File: src/hw/oss_pkg.sv
// Constants, encodings and carrier types of the oscillator start-up block.
// Assumes a single 200 MHz system clock drives all of its logic.
package oss_pkg;

    // ****************************************
    // Primary mode encodings
    // ****************************************
    localparam logic [3:0] MODE_LP = 4'h0;
    localparam logic [3:0] MODE_XT = 4'h1;
    localparam logic [3:0] MODE_HS = 4'h2;
    localparam logic [3:0] MODE_RC = 4'h3;
    localparam logic [3:0] MODE_EC = 4'h4;
    localparam logic [3:0] MODE_HIGH_SPEED_CRYSTAL_PLL_MODE = 4'h6;
    localparam logic [3:0] MODE_RESISTOR_CAP_PIN_IO_MODE = 4'h7;
    localparam logic [3:0] MODE_INTIO = 4'h8;
    localparam logic [3:0] MODE_INTCK = 4'h9;

    // ****************************************
    // Reset values and field codes
    // ****************************************
    localparam logic [1:0] SEL_RST = 2'h0;
    localparam logic [2:0] FREQ_RST = 3'h3;
    localparam logic [2:0] FREQ_SLOW = 3'h0;
    localparam logic [2:0] FREQ_FAST = 3'h7;
    localparam logic [5:0] TUNE_RST = 6'h00;
    localparam logic [1:0] DRIVE_OFF = 2'h0;
    localparam logic [1:0] DRIVE_LOW = 2'h1;
    localparam logic [1:0] DRIVE_MID = 2'h2;
    localparam logic [1:0] DRIVE_HIGH = 2'h3;

    // ****************************************
    // Timing
    // ****************************************
    localparam int CLK_PERIOD_NS = 5;
    localparam logic [9:0] OST_LAST = 10'h3ff;
    localparam logic [9:0] RC_LAST = 10'h007;
    localparam int PLL_LOCK_NS = 2000000;
    localparam int PLL_LOCK_CYC = PLL_LOCK_NS / CLK_PERIOD_NS;
    localparam int WARM_CYC = 64;

    // ****************************************
    // Carriers
    // ****************************************
    typedef struct packed {
        logic clk_in_gpio;
        logic clk_out_gpio;
        logic clk_out;
        logic clk_out_oe;
    } oss_pins_t;

    typedef struct packed {
        logic primary_running;
        logic fast_stable;
        logic src_primary;
        logic src_secondary;
        logic src_internal;
    } oss_status_t;

endpackage

File: src/hw/oss_top.sv
// Oscillator start-up timer, clock source selection and internal postscaler.
// Assumes configuration inputs are static and strobes come from i_clk_sys logic.
//
// Operation
// - Crystal modes count 1024 clock-input edges before releasing the core.
// - Count runs after power-on (after power-up timer if enabled) and each wake.
// - Program counter held and execution suspended while start-up runs.
// - High-speed crystal with PLL waits 1024 edges plus 2 ms.
// - Internal oscillator modes apply the warm-up delay before running.
// - External-clock mode has no start-up delay.
// - External-clock mode uses clock input pin, releases second pin as GPIO.
// - Fully static: clock stop halts with state kept, restart resumes.
// - Low, medium, high crystal modes pick low, mid, high amplifier drive.
// - RC mode drives oscillator frequency divided by 4 on clock output pin.
// - RC-with-I/O mode makes the second oscillator pin GPIO.
// - 16 MHz fast and 31 kHz slow oscillators; 3-bit select picks eight rates.
// - 2-bit system clock select chooses external or internal sources.
// - Internal-oscillator primary modes come from the 4-bit primary config field.
// - Internal clock-out mode: input pin GPIO, output pin carries rate divided by 4.
// - Internal I/O mode releases both oscillator pins as GPIO.
// - Fast oscillator on when upper select bit set and rate nonzero or low source set.
// - Fast oscillator also on for two-speed, fail-safe or internal primary.
// - A status bit reports whether the fast oscillator is stable.
// - Select decodes 1x internal, 01 secondary, 00 primary.
// - Rate 111 is 16 MHz direct, halving per step to 001, 000 slow.
// - Every reset clears the system clock select to primary.
// - Slow rate with low source set uses fast divided by 512, else slow oscillator.
`timescale 1ns/1ps

module oss_top #(
    parameter int PLL_CYC = oss_pkg::PLL_LOCK_CYC,
    parameter int WARM_CYCLES = oss_pkg::WARM_CYC
) (
    // Clock and reset
    input wire logic i_clk_sys,
    input wire logic i_nrst,
    // Oscillator pins and internal oscillators
    input wire logic i_clk_in_pin,
    input wire logic i_fast_internal_osc,
    input wire logic i_slow_internal_osc,
    input wire logic i_fast_osc_ready,
    // Configuration
    input wire logic [3:0] i_primary_mode,
    input wire logic i_two_speed_startup_enable,
    input wire logic i_fail_safe_monitor_enable,
    input wire logic i_power_up_timer_enable,
    input wire logic i_power_up_timer_expired,
    input wire logic i_wake,
    // Control writes
    input wire logic i_sel_wr,
    input wire logic [1:0] i_sel_data,
    input wire logic i_freq_wr,
    input wire logic [2:0] i_freq_data,
    input wire logic i_tune_wr,
    input wire logic [5:0] i_tune_data,
    input wire logic i_low_freq_source_select,
    // Outputs
    output logic o_core_run,
    output logic o_hold_pc,
    output logic o_fast_osc_en,
    output logic o_int_clk,
    output logic [1:0] o_amp_drive,
    output logic [1:0] o_sys_clk_sel,
    output logic [2:0] o_freq_sel,
    output logic [5:0] o_tune,
    output oss_pkg::oss_pins_t o_pins,
    output oss_pkg::oss_status_t o_status
);

    // ****************************************
    // Reset release and input synchronisers
    // ****************************************
    logic rst_meta_r;
    logic rst_n_r;
    logic [3:0] in_meta_r;
    logic [3:0] in_sync_r;
    logic clk_in_prev_r;
    logic fast_prev_r;
    logic clk_in_s;
    logic fast_s;
    logic slow_s;
    logic ready_s;
    logic clk_in_edge;
    logic fast_edge;

    always_ff @(posedge i_clk_sys or negedge i_nrst) begin
        if (!i_nrst) begin
            rst_meta_r <= 1'b0;
            rst_n_r <= 1'b0;
        end else begin
            rst_meta_r <= 1'b1;
            rst_n_r <= rst_meta_r;
        end
    end

    always_ff @(posedge i_clk_sys or negedge rst_n_r) begin
        if (!rst_n_r) begin
            in_meta_r <= 4'h0;
            in_sync_r <= 4'h0;
            clk_in_prev_r <= 1'b0;
            fast_prev_r <= 1'b0;
        end else begin
            in_meta_r <= {i_fast_osc_ready, i_slow_internal_osc, i_fast_internal_osc,
                          i_clk_in_pin};
            in_sync_r <= in_meta_r;
            clk_in_prev_r <= in_sync_r[0];
            fast_prev_r <= in_sync_r[1];
        end
    end

    assign clk_in_s = in_sync_r[0];
    assign fast_s = in_sync_r[1];
    assign slow_s = in_sync_r[2];
    assign ready_s = in_sync_r[3];
    assign clk_in_edge = clk_in_s & ~clk_in_prev_r;
    assign fast_edge = fast_s & ~fast_prev_r;

    // ****************************************
    // Control fields
    // ****************************************
    logic [1:0] sel_r;
    logic [2:0] freq_r;
    logic [5:0] tune_r;

    always_ff @(posedge i_clk_sys or negedge rst_n_r) begin
        if (!rst_n_r) begin
            sel_r <= oss_pkg::SEL_RST;
        end else if (i_sel_wr) begin
            sel_r <= i_sel_data;
        end
    end

    always_ff @(posedge i_clk_sys or negedge rst_n_r) begin
        if (!rst_n_r) begin
            freq_r <= oss_pkg::FREQ_RST;
        end else if (i_freq_wr) begin
            freq_r <= i_freq_data;
        end
    end

    // The trim value goes straight to the analog oscillator.
    always_ff @(posedge i_clk_sys or negedge rst_n_r) begin
        if (!rst_n_r) begin
            tune_r <= oss_pkg::TUNE_RST;
        end else if (i_tune_wr) begin
            tune_r <= i_tune_data;
        end
    end

    // ****************************************
    // Mode decode
    // ****************************************
    logic mode_xtal;
    logic mode_pll;
    logic mode_rc;
    logic mode_int;
    logic mode_ec;

    assign mode_pll = (i_primary_mode == oss_pkg::MODE_HIGH_SPEED_CRYSTAL_PLL_MODE);
    assign mode_xtal = (i_primary_mode == oss_pkg::MODE_LP) ||
                       (i_primary_mode == oss_pkg::MODE_XT) ||
                       (i_primary_mode == oss_pkg::MODE_HS) || mode_pll;
    assign mode_rc = (i_primary_mode == oss_pkg::MODE_RC) ||
                     (i_primary_mode == oss_pkg::MODE_RESISTOR_CAP_PIN_IO_MODE);
    assign mode_int = (i_primary_mode == oss_pkg::MODE_INTIO) ||
                      (i_primary_mode == oss_pkg::MODE_INTCK);
    assign mode_ec = !(mode_xtal || mode_rc || mode_int);

    // ****************************************
    // Start-up sequencer
    // ****************************************
    typedef enum logic [2:0] {
        ST_IDLE = 3'b000,
        ST_POWER_UP_TIMER = 3'b001,
        ST_OST = 3'b010,
        ST_PLL = 3'b011,
        ST_WARM = 3'b100,
        ST_RUN = 3'b101
    } oss_state_t;

    oss_state_t state_r;
    oss_state_t go_state;
    logic [9:0] ost_cnt_r;
    logic [31:0] wait_cnt_r;
    logic [9:0] ost_last;

    assign ost_last = mode_rc ? oss_pkg::RC_LAST : oss_pkg::OST_LAST;

    always_comb begin
        if (mode_xtal || mode_rc) begin
            go_state = ST_OST;
        end else if (mode_int) begin
            go_state = ST_WARM;
        end else begin
            go_state = ST_RUN;
        end
    end

    // A stopped clock input simply produces no edges; nothing here times out,
    // so all state is kept until the clock returns.
    always_ff @(posedge i_clk_sys or negedge rst_n_r) begin
        if (!rst_n_r) begin
            state_r <= ST_IDLE;
        end else begin
            case (state_r)
                ST_IDLE: begin
                    state_r <= i_power_up_timer_enable ? ST_POWER_UP_TIMER : go_state;
                end
                ST_POWER_UP_TIMER: begin
                    if (i_power_up_timer_expired) begin
                        state_r <= go_state;
                    end
                end
                ST_OST: begin
                    if (clk_in_edge && ost_cnt_r == ost_last) begin
                        state_r <= mode_pll ? ST_PLL : ST_RUN;
                    end
                end
                ST_PLL: begin
                    if (wait_cnt_r == 32'(PLL_CYC - 1)) begin
                        state_r <= ST_RUN;
                    end
                end
                ST_WARM: begin
                    if (wait_cnt_r == 32'(WARM_CYCLES - 1)) begin
                        state_r <= ST_RUN;
                    end
                end
                ST_RUN: begin
                    if (i_wake) begin
                        state_r <= go_state;
                    end
                end
                default: begin
                    state_r <= ST_IDLE;
                end
            endcase
        end
    end

    always_ff @(posedge i_clk_sys or negedge rst_n_r) begin
        if (!rst_n_r) begin
            ost_cnt_r <= 10'h000;
        end else if (state_r != ST_OST) begin
            ost_cnt_r <= 10'h000;
        end else if (clk_in_edge) begin
            ost_cnt_r <= ost_cnt_r + 10'h001;
        end
    end

    always_ff @(posedge i_clk_sys or negedge rst_n_r) begin
        if (!rst_n_r) begin
            wait_cnt_r <= 32'h0;
        end else if (state_r == ST_PLL || state_r == ST_WARM) begin
            wait_cnt_r <= wait_cnt_r + 32'h1;
        end else begin
            wait_cnt_r <= 32'h0;
        end
    end

    assign o_core_run = (state_r == ST_RUN);
    assign o_hold_pc = ~o_core_run;

    // ****************************************
    // Internal oscillator block
    // ****************************************
    logic [8:0] post_cnt_r;
    logic int_clk_r;
    logic int_prev_r;
    logic int_clk_nxt;

    assign o_fast_osc_en = (sel_r[1] && freq_r != oss_pkg::FREQ_SLOW) ||
                           (sel_r[1] && i_low_freq_source_select) ||
                           i_two_speed_startup_enable || i_fail_safe_monitor_enable ||
                           mode_int;

    always_ff @(posedge i_clk_sys or negedge rst_n_r) begin
        if (!rst_n_r) begin
            post_cnt_r <= 9'h000;
        end else if (o_fast_osc_en && fast_edge) begin
            post_cnt_r <= post_cnt_r + 9'h001;
        end
    end

    always_comb begin
        case (freq_r)
            3'h7: int_clk_nxt = fast_s;
            3'h6: int_clk_nxt = post_cnt_r[0];
            3'h5: int_clk_nxt = post_cnt_r[1];
            3'h4: int_clk_nxt = post_cnt_r[2];
            3'h3: int_clk_nxt = post_cnt_r[3];
            3'h2: int_clk_nxt = post_cnt_r[4];
            3'h1: int_clk_nxt = post_cnt_r[5];
            default: int_clk_nxt = i_low_freq_source_select ? post_cnt_r[8] : slow_s;
        endcase
    end

    always_ff @(posedge i_clk_sys or negedge rst_n_r) begin
        if (!rst_n_r) begin
            int_clk_r <= 1'b0;
            int_prev_r <= 1'b0;
        end else begin
            int_clk_r <= int_clk_nxt;
            int_prev_r <= int_clk_r;
        end
    end

    assign o_int_clk = int_clk_r;

    // ****************************************
    // Quarter-rate output and pin control
    // ****************************************
    logic [1:0] q_cnt_r;
    logic q_edge;
    logic [1:0] drive;

    assign q_edge = mode_rc ? clk_in_edge : (int_clk_r & ~int_prev_r);

    always_ff @(posedge i_clk_sys or negedge rst_n_r) begin
        if (!rst_n_r) begin
            q_cnt_r <= 2'h0;
        end else if (q_edge) begin
            q_cnt_r <= q_cnt_r + 2'h1;
        end
    end

    always_comb begin
        case (i_primary_mode)
            oss_pkg::MODE_LP: drive = oss_pkg::DRIVE_LOW;
            oss_pkg::MODE_XT: drive = oss_pkg::DRIVE_MID;
            oss_pkg::MODE_HS: drive = oss_pkg::DRIVE_HIGH;
            oss_pkg::MODE_HIGH_SPEED_CRYSTAL_PLL_MODE: drive = oss_pkg::DRIVE_HIGH;
            default: drive = oss_pkg::DRIVE_OFF;
        endcase
    end

    assign o_amp_drive = drive;
    assign o_pins.clk_in_gpio = mode_int;
    assign o_pins.clk_out_gpio = mode_ec ||
                                 (i_primary_mode == oss_pkg::MODE_RESISTOR_CAP_PIN_IO_MODE) ||
                                 (i_primary_mode == oss_pkg::MODE_INTIO);
    assign o_pins.clk_out_oe = (i_primary_mode == oss_pkg::MODE_RC) ||
                               (i_primary_mode == oss_pkg::MODE_INTCK);
    assign o_pins.clk_out = q_cnt_r[1];

    assign o_sys_clk_sel = sel_r;
    assign o_freq_sel = freq_r;
    assign o_tune = tune_r;
    assign o_status.primary_running = o_core_run && sel_r == 2'h0;
    assign o_status.fast_stable = ready_s & o_fast_osc_en;
    assign o_status.src_internal = sel_r[1];
    assign o_status.src_secondary = (sel_r == 2'h1);
    assign o_status.src_primary = (sel_r == 2'h0);

    // ****************************************
    // Assertions
    // ****************************************
    ost_release_a: assert property (@(posedge i_clk_sys) disable iff (!rst_n_r)
        state_r == ST_OST && $past(state_r) == ST_OST && !mode_pll && !mode_rc
        ##1 state_r == ST_RUN |-> $past(ost_cnt_r) == oss_pkg::OST_LAST)
        else $error("core released before 1024 input edges");
    power_up_timer_hold_a: assert property (@(posedge i_clk_sys) disable iff (!rst_n_r)
        state_r == ST_POWER_UP_TIMER && !i_power_up_timer_expired |=> state_r == ST_POWER_UP_TIMER)
        else $error("start-up left power-up wait early");
    run_gate_a: assert property (@(posedge i_clk_sys) disable iff (!rst_n_r)
        state_r == ST_RUN && i_wake && !mode_ec |=> o_hold_pc && !o_core_run)
        else $error("core not held after wake");
    pll_wait_a: assert property (@(posedge i_clk_sys) disable iff (!rst_n_r)
        $rose(o_core_run) && $past(state_r) == ST_PLL |-> $past(wait_cnt_r) == 32'(PLL_CYC - 1))
        else $error("pll wait length wrong");
    warm_wait_a: assert property (@(posedge i_clk_sys) disable iff (!rst_n_r)
        $rose(o_core_run) && $past(state_r) == ST_WARM
        |-> $past(wait_cnt_r) == 32'(WARM_CYCLES - 1))
        else $error("warm-up length wrong");
    ec_nodelay_a: assert property (@(posedge i_clk_sys) disable iff (!rst_n_r)
        state_r == ST_IDLE && !i_power_up_timer_enable && mode_ec |=> o_core_run)
        else $error("external clock mode delayed");
    ec_pins_a: assert property (@(posedge i_clk_sys) disable iff (!rst_n_r)
        mode_ec |-> o_pins.clk_out_gpio && !o_pins.clk_out_oe)
        else $error("second pin not released");
    hs_drive_a: assert property (@(posedge i_clk_sys) disable iff (!rst_n_r)
        i_primary_mode == oss_pkg::MODE_HS |-> o_amp_drive == oss_pkg::DRIVE_HIGH)
        else $error("wrong amplifier drive");
    fast_en_a: assert property (@(posedge i_clk_sys) disable iff (!rst_n_r)
        sel_r[1] && freq_r != 3'h0 |-> o_fast_osc_en)
        else $error("fast oscillator not enabled");
    quarter_a: assert property (@(posedge i_clk_sys) disable iff (!rst_n_r)
        q_edge && q_cnt_r == 2'h1 |=> $rose(o_pins.clk_out))
        else $error("quarter clock phase wrong");
    sel_sticky_a: assert property (@(posedge i_clk_sys) disable iff (!rst_n_r)
        !i_sel_wr |=> $stable(sel_r))
        else $error("select changed without write");

    xtal_cov_c: cover property (@(posedge i_clk_sys) disable iff (!rst_n_r)
        state_r == ST_OST ##1 state_r == ST_RUN);
    pll_cov_c: cover property (@(posedge i_clk_sys) disable iff (!rst_n_r)
        state_r == ST_PLL ##1 state_r == ST_RUN);
    wake_cov_c: cover property (@(posedge i_clk_sys) disable iff (!rst_n_r)
        state_r == ST_RUN && i_wake);

endmodule

File: config.mk
export PLATFORM = sky130hd
export DESIGN_NAME = oss_top
export DESIGN_NICKNAME = d
export VERILOG_FILES = /design/src/hw/oss_pkg.sv /design/src/hw/oss_top.sv
export SDC_FILE = /design/constraint.sdc
export NUM_CORES = 1
export LEC_CHECK = 0
export ABC_AREA = 1
export BUFFER_PORTS_ARGS = -buffer_cell sky130_fd_sc_hd__buf_4
export CAP_MARGIN = 20
export CORE_AREA = 2 2 90 92
export DETAILED_ROUTE_END_ITERATION = 7
export DIE_AREA = 0 0 92 94
export PLACE_DENSITY = 0.78
export SLEW_MARGIN = 15
export SYNTH_ARGS = -nofsm -noshare
export SYNTH_HDL_FRONTEND = slang
export SYNTH_SLANG_ARGS = --single-unit
File: constraint.sdc
create_clock -name i_clk_sys -period 3 [get_ports i_clk_sys]
set_input_delay 0.3 -clock i_clk_sys [delete_from_list [all_inputs] [get_ports i_clk_sys]]
set_output_delay 0.3 -clock i_clk_sys [all_outputs]
set_load 0.02 [all_outputs]
After elaboration in Yosys (flattened, before gate mapping)

Cells that the tools add are included.
W data, S select, Z words.

Add/sub/neg operators: 4
Equality and inequality tests: 29
Mux-type cells: 18
Bitwise gates (word level): 8
Reductions and logical operators: 28

Operator list:

| operator                | count |
|---|---|
| $add A32 B1 Y32 const B | 1 |
| $eq A32 B19 Y1 const B  | 1 |
| $eq A32 B6 Y1 const B   | 1 |
| $mux W32                | 1 |
| $mux W10                | 3 |
| $mux W3                 | 8 |
| $eq A3 B3 Y1 const B    | 6 |
| $pmux W3 S6             | 1 |
| $logic_or A1 B1 Y1      | 15 |
| $eq A3 B2 Y1 const B    | 4 |
| $add A10 B1 Y10 const B | 1 |
| $eq A10 B10 Y1          | 1 |
| $ne A2 B2 Y1 const B    | 5 |
| $add A9 B1 Y9 const B   | 1 |
| $eq A4 B2 Y1 const B    | 2 |
| $eq A4 B3 Y1 const B    | 2 |
| $eq A4 B4 Y1 const B    | 2 |
| $pmux W1 S7             | 1 |
| $eq A3 B1 Y1 const B    | 2 |
| $pmux W2 S3             | 1 |
| $logic_and A1 B1 Y1     | 5 |
| $reduce_and A5 Y1       | 1 |
| $and A1 B1 Y1           | 4 |
| $eq A4 B1 Y1 const B    | 1 |
| 12 further kinds        | 17 |

Register bits: 81
Bits of input ports: 30
Output and inout bits: 26
Logic and storage cells: 103

Longest topological paths before layout

Gate-level depths: netlist of run 1.

Depth in word-level cells: 9
Depth in mapped cells: 11
Mapped depth without buffers: 11

Worst setup path before layout of run 1

Ideal clock, no wire load.

Path kind: register to output
From: reg state_r[0]
To: out o_status[4] (netlist bit)
Data arrival time: 1.736 ns
Required time: 2.700 ns
Setup slack: 0.964 ns
Cell stages (with the launch flop): 7
Buffers on the path: 0
Cells stage by stage: dfrtp_1 > inv_1 > nor2_1 > inv_1 > nor2_1 > inv_1 > nor3_1

RTL lines:

| item                   | line           | source |
|---|---|---|
| from (decl)            | oss_top.sv:181 | `oss_state_t state_r;` |
| from (signal assigned) | oss_top.sv:207 | `state_r <= i_power_up_timer_enable ? ST_POWER_UP_TIMER : go_state;` |
| from (signal assigned) | oss_top.sv:211 | `state_r <= go_state;` |
| from (signal assigned) | oss_top.sv:216 | `state_r <= mode_pll ? ST_PLL : ST_RUN;` |
| to (decl)              | oss_top.sv:67  | `output oss_pkg::oss_status_t o_status` |

==> flow_summary.yaml, run 1 <==
yosys:
  synth_top_cells_by_area: "dfrtp_1, nand2_1, nor2_1"
  synth-seq-cells: 81
  synth_edf_count: 0
  syn_nets: 585
  netlist_area_um2: 4330
  synth_cells: 552
  synth-warning-count: 0
  async_reset_ff_share_pct: 100
  synth_most_common_cell: "nand2_1"
  synth_area_per_cell_um2: 7.84
  yosysTopAreaCell: "dfrtp_1"
  synth_cell_types: 43
  ys_top_cells_by_count: "nand2_1, nor2_1, dfrtp_1, inv_1, nand3_1"
  synth_flop_cell: "dfrtp_1"
  ys_seq_area_share_pct: 46.9
  synth_top_area_share_pct: 45.7
cells_and_area:
  fin_util_pct: 66.4
  finalNetCount: 646
  drive_above_1_share_pct: 18.8
  stdcell_count: 720
  syn2layout_area_growth_pct: 16.7
  num_antenna_cells: 0
worst_setup_path:
  setup.worst_path.end_class: "primary output"
  worst-r2r-cell-count: 8
  reg2reg_from: "wait_cnt_r[0]"
  worst-setup-path-type: "reg -> out"
  r2r_slack_ns: 1.35
  cp_max_fo: 5
  cp-start-kind: "flop"
  worstPathRequired_ns: 2.70
  critPathArrivalTime_ns: 1.73
  reg2reg_to: "wait_cnt_r[18]"
grt:
  overflow: 0
  antenna_found_initial: 0
  grt_pass1_wl_um: 16500
  grt_usage_pct: 24.1
  grt_pass1_vias: 3756
  grt_max_degree: 80
cts:
  cts_hold_buf: 1
  cts.htree.levels: 3
  numCtsBuffers: 9
  cts_resized: 0
  cts_tree: "done"
  cts-root-buf: "clkbuf_8"
  path_clk_slew_ns: 0.08
  postCtsSetupBuffers: 0
  clk_path_buf_depth: 2
  clk_latency_ns: 0.36
  clkSinkCount: 81
power_and_ir_drop:
  p_clk_share_pct: 27.5
  power.density_nw_per_um2: 566
  p_sw_mw: 0.988
  power_frac_comb_pct: 25.9
  finalPower_mw: 2.86
  max-vdd-ir-drop_v: 0.000330
  p_leak_nw: 2.42
  netSwitchingFraction_pct: 34.6
  intPower_mw: 1.87
  power_frac_seq_pct: 46.7
timing:
  finalCriticalPeriod_ns: 2.03
  fin_skew_ns: 0.00758
  rsz0062_at_grt: "no"
  fin_tns_setup_ns: 0
  slew_headroom_pct: 67.1
  drv_slew: 0
  finalCritPeriodShare_pct: 67.7
  setup_viol: 0
  hold_viol_final: 0
  clock.fmax_ghz: 0.493
  tightest_slew_ns: 0.489
route:
  wl_per_cell_um: 13.6
  postRouteAntennaNets: 0
  vias_per_cell: 5.31
  drc_errors: 0
  drtIter0Drc: 202
  wl_um: 9810
  firstDrtPassIters: 5
  vias: 3822
min_path:
  worstHoldEndpoint: "in_meta_r[0]"
  worst_hold_startpoint: "i_clk_in_pin"
  hp-class: "in -> reg"
  hold-path-cell-count: 1
placement:
  gp_congestion: 0.888
  dp.cells: 702
  io_buffers: 55
  hpwl_um: 7310
floorplan:
  die-area_um2: 8650
  coreArea_um2: 7610
  dieWidth_um: 92
  pin_count: 56
  initial_core_util_pct: 56.9
  rows: 32
  dieHeight_um: 94
status:
  outcome: "completed"
run:
  drv_cap: 0
through the flow:
step / worst slack, ns / hold slack, ns / instance area, µm²
floorplan: 0.581 / 0.00441 / 4330
global placement: 1.39 / 0.0827 / 4820
detailed placement: 1.36 / 0.0841 / 4820
CTS: 0.958 / 0.0394 / 5020
global route: 0.832 / 0.0396 / 5050
finish: 0.970 / 0.0497 / 5050
worst max-delay path by stage:
stage,startpoint,endpoint,slack [ns]
after floorplan,rst_n_r,clk_in_prev_r,0.58
after global placement,state_r[0],o_status[4],1.39
after detailed placement,state_r[0],o_status[4],1.36
after CTS,state_r[0],o_status[4],0.96
after global routing,state_r[0],o_status[4],0.83
final,state_r[0],o_status[4],0.97
power by group through the flow:
stage / registers, mW / clock network [mW] / logic [mW]
after CTS: 1.35 / 0.800 / 0.723
after floorplan: 1.36 / 0 / 0.521
after detailed placement: 1.36 / 0 / 0.723
after global routing: 1.35 / 0.839 / 0.835
final: 1.33 / 0.784 / 0.739
after global placement: 1.36 / 0 / 0.694
layout make-up:
cell class | instances | area (µm²)
clock buffer | 10 | 128
clock inverter | 6 | 60.1
fill | 665 | 2560
inverter | 87 | 327
multi-input combinational | 377 | 1920
sequential | 81 | 2030
tap | 102 | 128
timing repair buffer | 57 | 450
worst max-delay path: stages (launching register included):
cell and delay, ns:
dfrtp_1 0.44, inv_1 0.11, nor2_1 0.20, inv_1 0.06
nor2_1 0.17, inv_1 0.08, nor3_1 0.14, buf_4 0.17
kinds of logic (layout without fill, tap and decap cells):
family	count (synthesis)	in the layout	share of synthesized area (%)
and+or+nand+nor	288	288	30.5
buffers and inverters	94	160	8.67
DFF	81	81	46.9
AOI/OAI and AO/OA	61	61	7.69
xor gates and xnor gates	17	17	3.44
muxes	7	7	1.82
adders and majority gates	3	3	0.867
other	1	1	0.0866
per-layer routing:
layer	wire [µm]	vias to the layer above	GRT usage [%]
met1	4200	1808	30.5
met5	0	-	0
met4	214	0	10.7
met3	422	22	3.37
li1	-	1876	-
met2	4970	116	41.5
placed cells by master (no fill, tap or decap), types with 4 or more instances in the layout:
cell | Yosys | layout
nand2_1 | 108 | 108
nor2_1 | 84 | 84
inv_1 | 79 | 79
dfrtp_1 | 79 | 78
buf_4 | 4 | 55
nand3_1 | 29 | 29
o21ai_0 | 26 | 26
nor3_1 | 19 | 19
a21oi_1 | 17 | 17
xor2_1 | 14 | 14
nand4_1 | 12 | 12
clkbuf_8 | 0 | 9
inv_2 | 8 | 8
nor2_2 | 8 | 8
mux2_2 | 7 | 7
nand2_2 | 6 | 6
a31oi_1 | 6 | 6
nor3_2 | 4 | 4
o21ai_1 | 4 | 4
registers in the layout, indices dropped and copies added (netlist names):
name	cells
wait_cnt_r	32
ost_cnt_r	10
post_cnt_r	9
o_tune	6
in_meta_r	4
in_sync_r	4
o_freq_sel	3
state_r	3
o_sys_clk_sel	2
q_cnt_r	2
clk_in_prev_r	1
fast_prev_r	1
int_prev_r	1
o_int_clk	1
rst_meta_r	1
rst_n_r	1
Note: power is estimated with default switching activity, not from simulation.
==> run 2, diff against run 1 <==
--- a/config.mk
+++ b/config.mk
@@ -8,10 +8,10 @@
 export ABC_AREA = 1
 export BUFFER_PORTS_ARGS = -buffer_cell sky130_fd_sc_hd__buf_4
 export CAP_MARGIN = 20
-export CORE_AREA = 2 2 90 92
+export CORE_AREA = 2 2 95 97
 export DETAILED_ROUTE_END_ITERATION = 7
-export DIE_AREA = 0 0 92 94
-export PLACE_DENSITY = 0.78
+export DIE_AREA = 0 0 97 99
+export PLACE_DENSITY = 0.74
 export SLEW_MARGIN = 15
 export SYNTH_ARGS = -nofsm -noshare
 export SYNTH_HDL_FRONTEND = slang
==> constraint.sdc (replaced) <==
create_clock -name i_clk_sys -period 1.8 [get_ports i_clk_sys]
set_input_delay 0.18 -clock i_clk_sys [delete_from_list [all_inputs] [get_ports i_clk_sys]]
set_output_delay 0.18 -clock i_clk_sys [all_outputs]
set_load 0.02 [all_outputs]
==> run 2 against run 1 <==
Net effect: global-route usage shrank 2.7 points; non-clock buffer count grew 12; die area grew 11%; first-iteration DRC count shrank 3.5%; power grew 78%; worst hold slack lost 0.035 ns; sequential power grew 68%.
==> flow_summary.yaml, run 2 (synthesized netlist as in run 1, its figures left out) <==
grt:
  grt_pass1_vias: 3870
  antenna_found_initial: 0
  overflow: 0
  grt_usage_pct: 21.4
  grt_pass1_wl_um: 17000
  grt_max_degree: 52
cells_and_area:
  finalNetCount: 658
  stdcell_count: 738
  final_common_cell: "nand2_1"
  top_regs: "wait_cnt_r: 32 flops, ost_cnt_r: 10 flops, post_cnt_r: 9 flops"
  most-common-layout-cells: "nand2_1, nor2_1, inv_1, dfrtp_1, buf_4"
  register_area_um2: 2030
  num_antenna_cells: 0
  multiInputGateArea_um2: 1950
  fillCellCount: 752
  syn2layout_area_growth_pct: 20.4
  largest_reg_flops: 32
  regMostFlops: "wait_cnt_r"
  drive_above_1_share_pct: 20.8
min_path:
  hp-class: "in -> reg"
worst_setup_path:
  critPathArrivalTime_ns: 1.52
  worst-setup-path-type: "reg -> out"
  cp-start-kind: "flop"
  cp_max_fo: 6
  critPathSlowestCell: "dfstp_2"
  path_cells: "nor2_1 -> nand3_1 -> nand2_1 -> nand3_4 -> and2_1 -> buf_4"
  setup.worst_path.end_class: "primary output"
  worstPathRequired_ns: 1.62
  max_stage_delay_ns: 0.58
timing:
  drv_slew: 0
  finalCritPeriodShare_pct: 94.7
  hold_viol_final: 0
  holdWs_ns: 0.0146
  setup_viol: 0
  final.setup.worst_slack_ns: 0.0953
  tightest_slew_ns: 0.487
  fin_tns_setup_ns: 0
  fin_skew_ns: 0.0145
  clock.fmax_ghz: 0.587
  slew_headroom_pct: 67.2
  finalCriticalPeriod_ns: 1.70
run:
  drv_cap: 0
route:
  vias: 3817
  firstDrtPassIters: 5
  drc_errors: 0
  drtIter0Drc: 195
  wl_um: 9910
  wl_per_cell_um: 13.4
  vias_per_cell: 5.17
  postRouteAntennaNets: 0
power_and_ir_drop:
  finalPower_mw: 5.08
  netSwitchingFraction_pct: 34.2
  power_frac_seq_pct: 43.8
  p_leak_nw: 2.49
  intPower_mw: 3.34
  power_frac_comb_pct: 26.8
  p_sw_mw: 1.74
  power.density_nw_per_um2: 975
  max-vdd-ir-drop_v: 0.000870
  p_clk_share_pct: 29.4
floorplan:
  initial_core_util_pct: 50.6
  die-area_um2: 9600
  pin_count: 56
  rows: 34
  coreArea_um2: 8550
  dieHeight_um: 99
  dieWidth_um: 97
cts:
  clkSinkCount: 81
  path_clk_slew_ns: 0.09
  clk_path_buf_depth: 2
  cts-root-buf: "clkbuf_8"
  cts_tree: "done"
  clk_latency_ns: 0.36
  cts.htree.levels: 3
  numCtsBuffers: 9
placement:
  dp_slack_ns: 0.161
  hpwl_um: 7250
  dp.cells: 709
  io_buffers: 55
  gp_congestion: 0.928
status:
  outcome: "completed"
## run 2: power groups by stage
stage               clock [mW]  combinational [mW]  sequential (mW)
floorplan                    0               0.870             2.26
CTS                       1.51                1.28             2.23
global route              1.58                1.51             2.26
detailed placement           0                1.24             2.25
global placement             0                1.20             2.24
finish                    1.49                1.36             2.23
## run 2: cell type report
cell class | instances | area share [%]
Clock inverter | 6 | 1.75
Inverter | 87 | 6.27
Multi-Input combinational cell | 377 | 37.4
Timing Repair Buffer | 69 | 10.4
Tap cell | 108 | 2.59
Sequential cell | 81 | 39.1
Clock buffer | 10 | 2.45
## run 2: final timing paths
path                       cells past startpoint        endpoint  slack (ns)          start
max                                            6     o_status[3]         0.1  o_freq_sel[0]
min                                            2   o_freq_sel[0]        0.01      i_freq_wr
max in group asynchronous                      1  wait_cnt_r[22]        0.96        rst_n_r
min in group asynchronous                      2         rst_n_r        0.14         i_nrst
min reg2reg                                    0   post_cnt_r[2]        0.25        rst_n_r
max reg2reg                                    8      state_r[2]        0.13     state_r[0]
## run 2: per-layer routing
metal | part of all wire (%) | up-vias | wire (µm) | global-route usage, %
li1 | - | 1895 | - | -
met1 | 44 | 1813 | 4320 | 26.4
met2 | 50 | 89 | 5000 | 36.9
met3 | 4.2 | 20 | 415 | 4.47
met4 | 1.8 | 0 | 175 | 8.23
met5 | 0 | - | 0 | 0
## run 2: stage by stage
stage / cell area, µm² / utilization, %
after floorplan: 4330 / -
after global placement: 4860 / 56.8
after detailed placement: 4860 / 56.8
after CTS: 5130 / 60.0
after global routing: 5210 / 60.9
final: 5210 / 60.9
## run 2: worst max-delay path, delay by kind of cell, from the launching register on
| kind | cells | cell delay [ns] |
|---|---|---|
| DFF | 1 | 0.58 |
| and+or+nand+nor | 5 | 0.44 |
| buffers and inverters | 1 | 0.14 |
## run 2: repair_timing
action | in CTS | in global routing
pin swaps | 0 | 1
gates cloned | 0 | 0
gates resized for setup | 3 | 5
hold buffers | 5 | 0
endpoints found under the setup margin | 2 | 5
endpoints found under the hold margin | 6 | 0
buffers inserted | 0 | 8
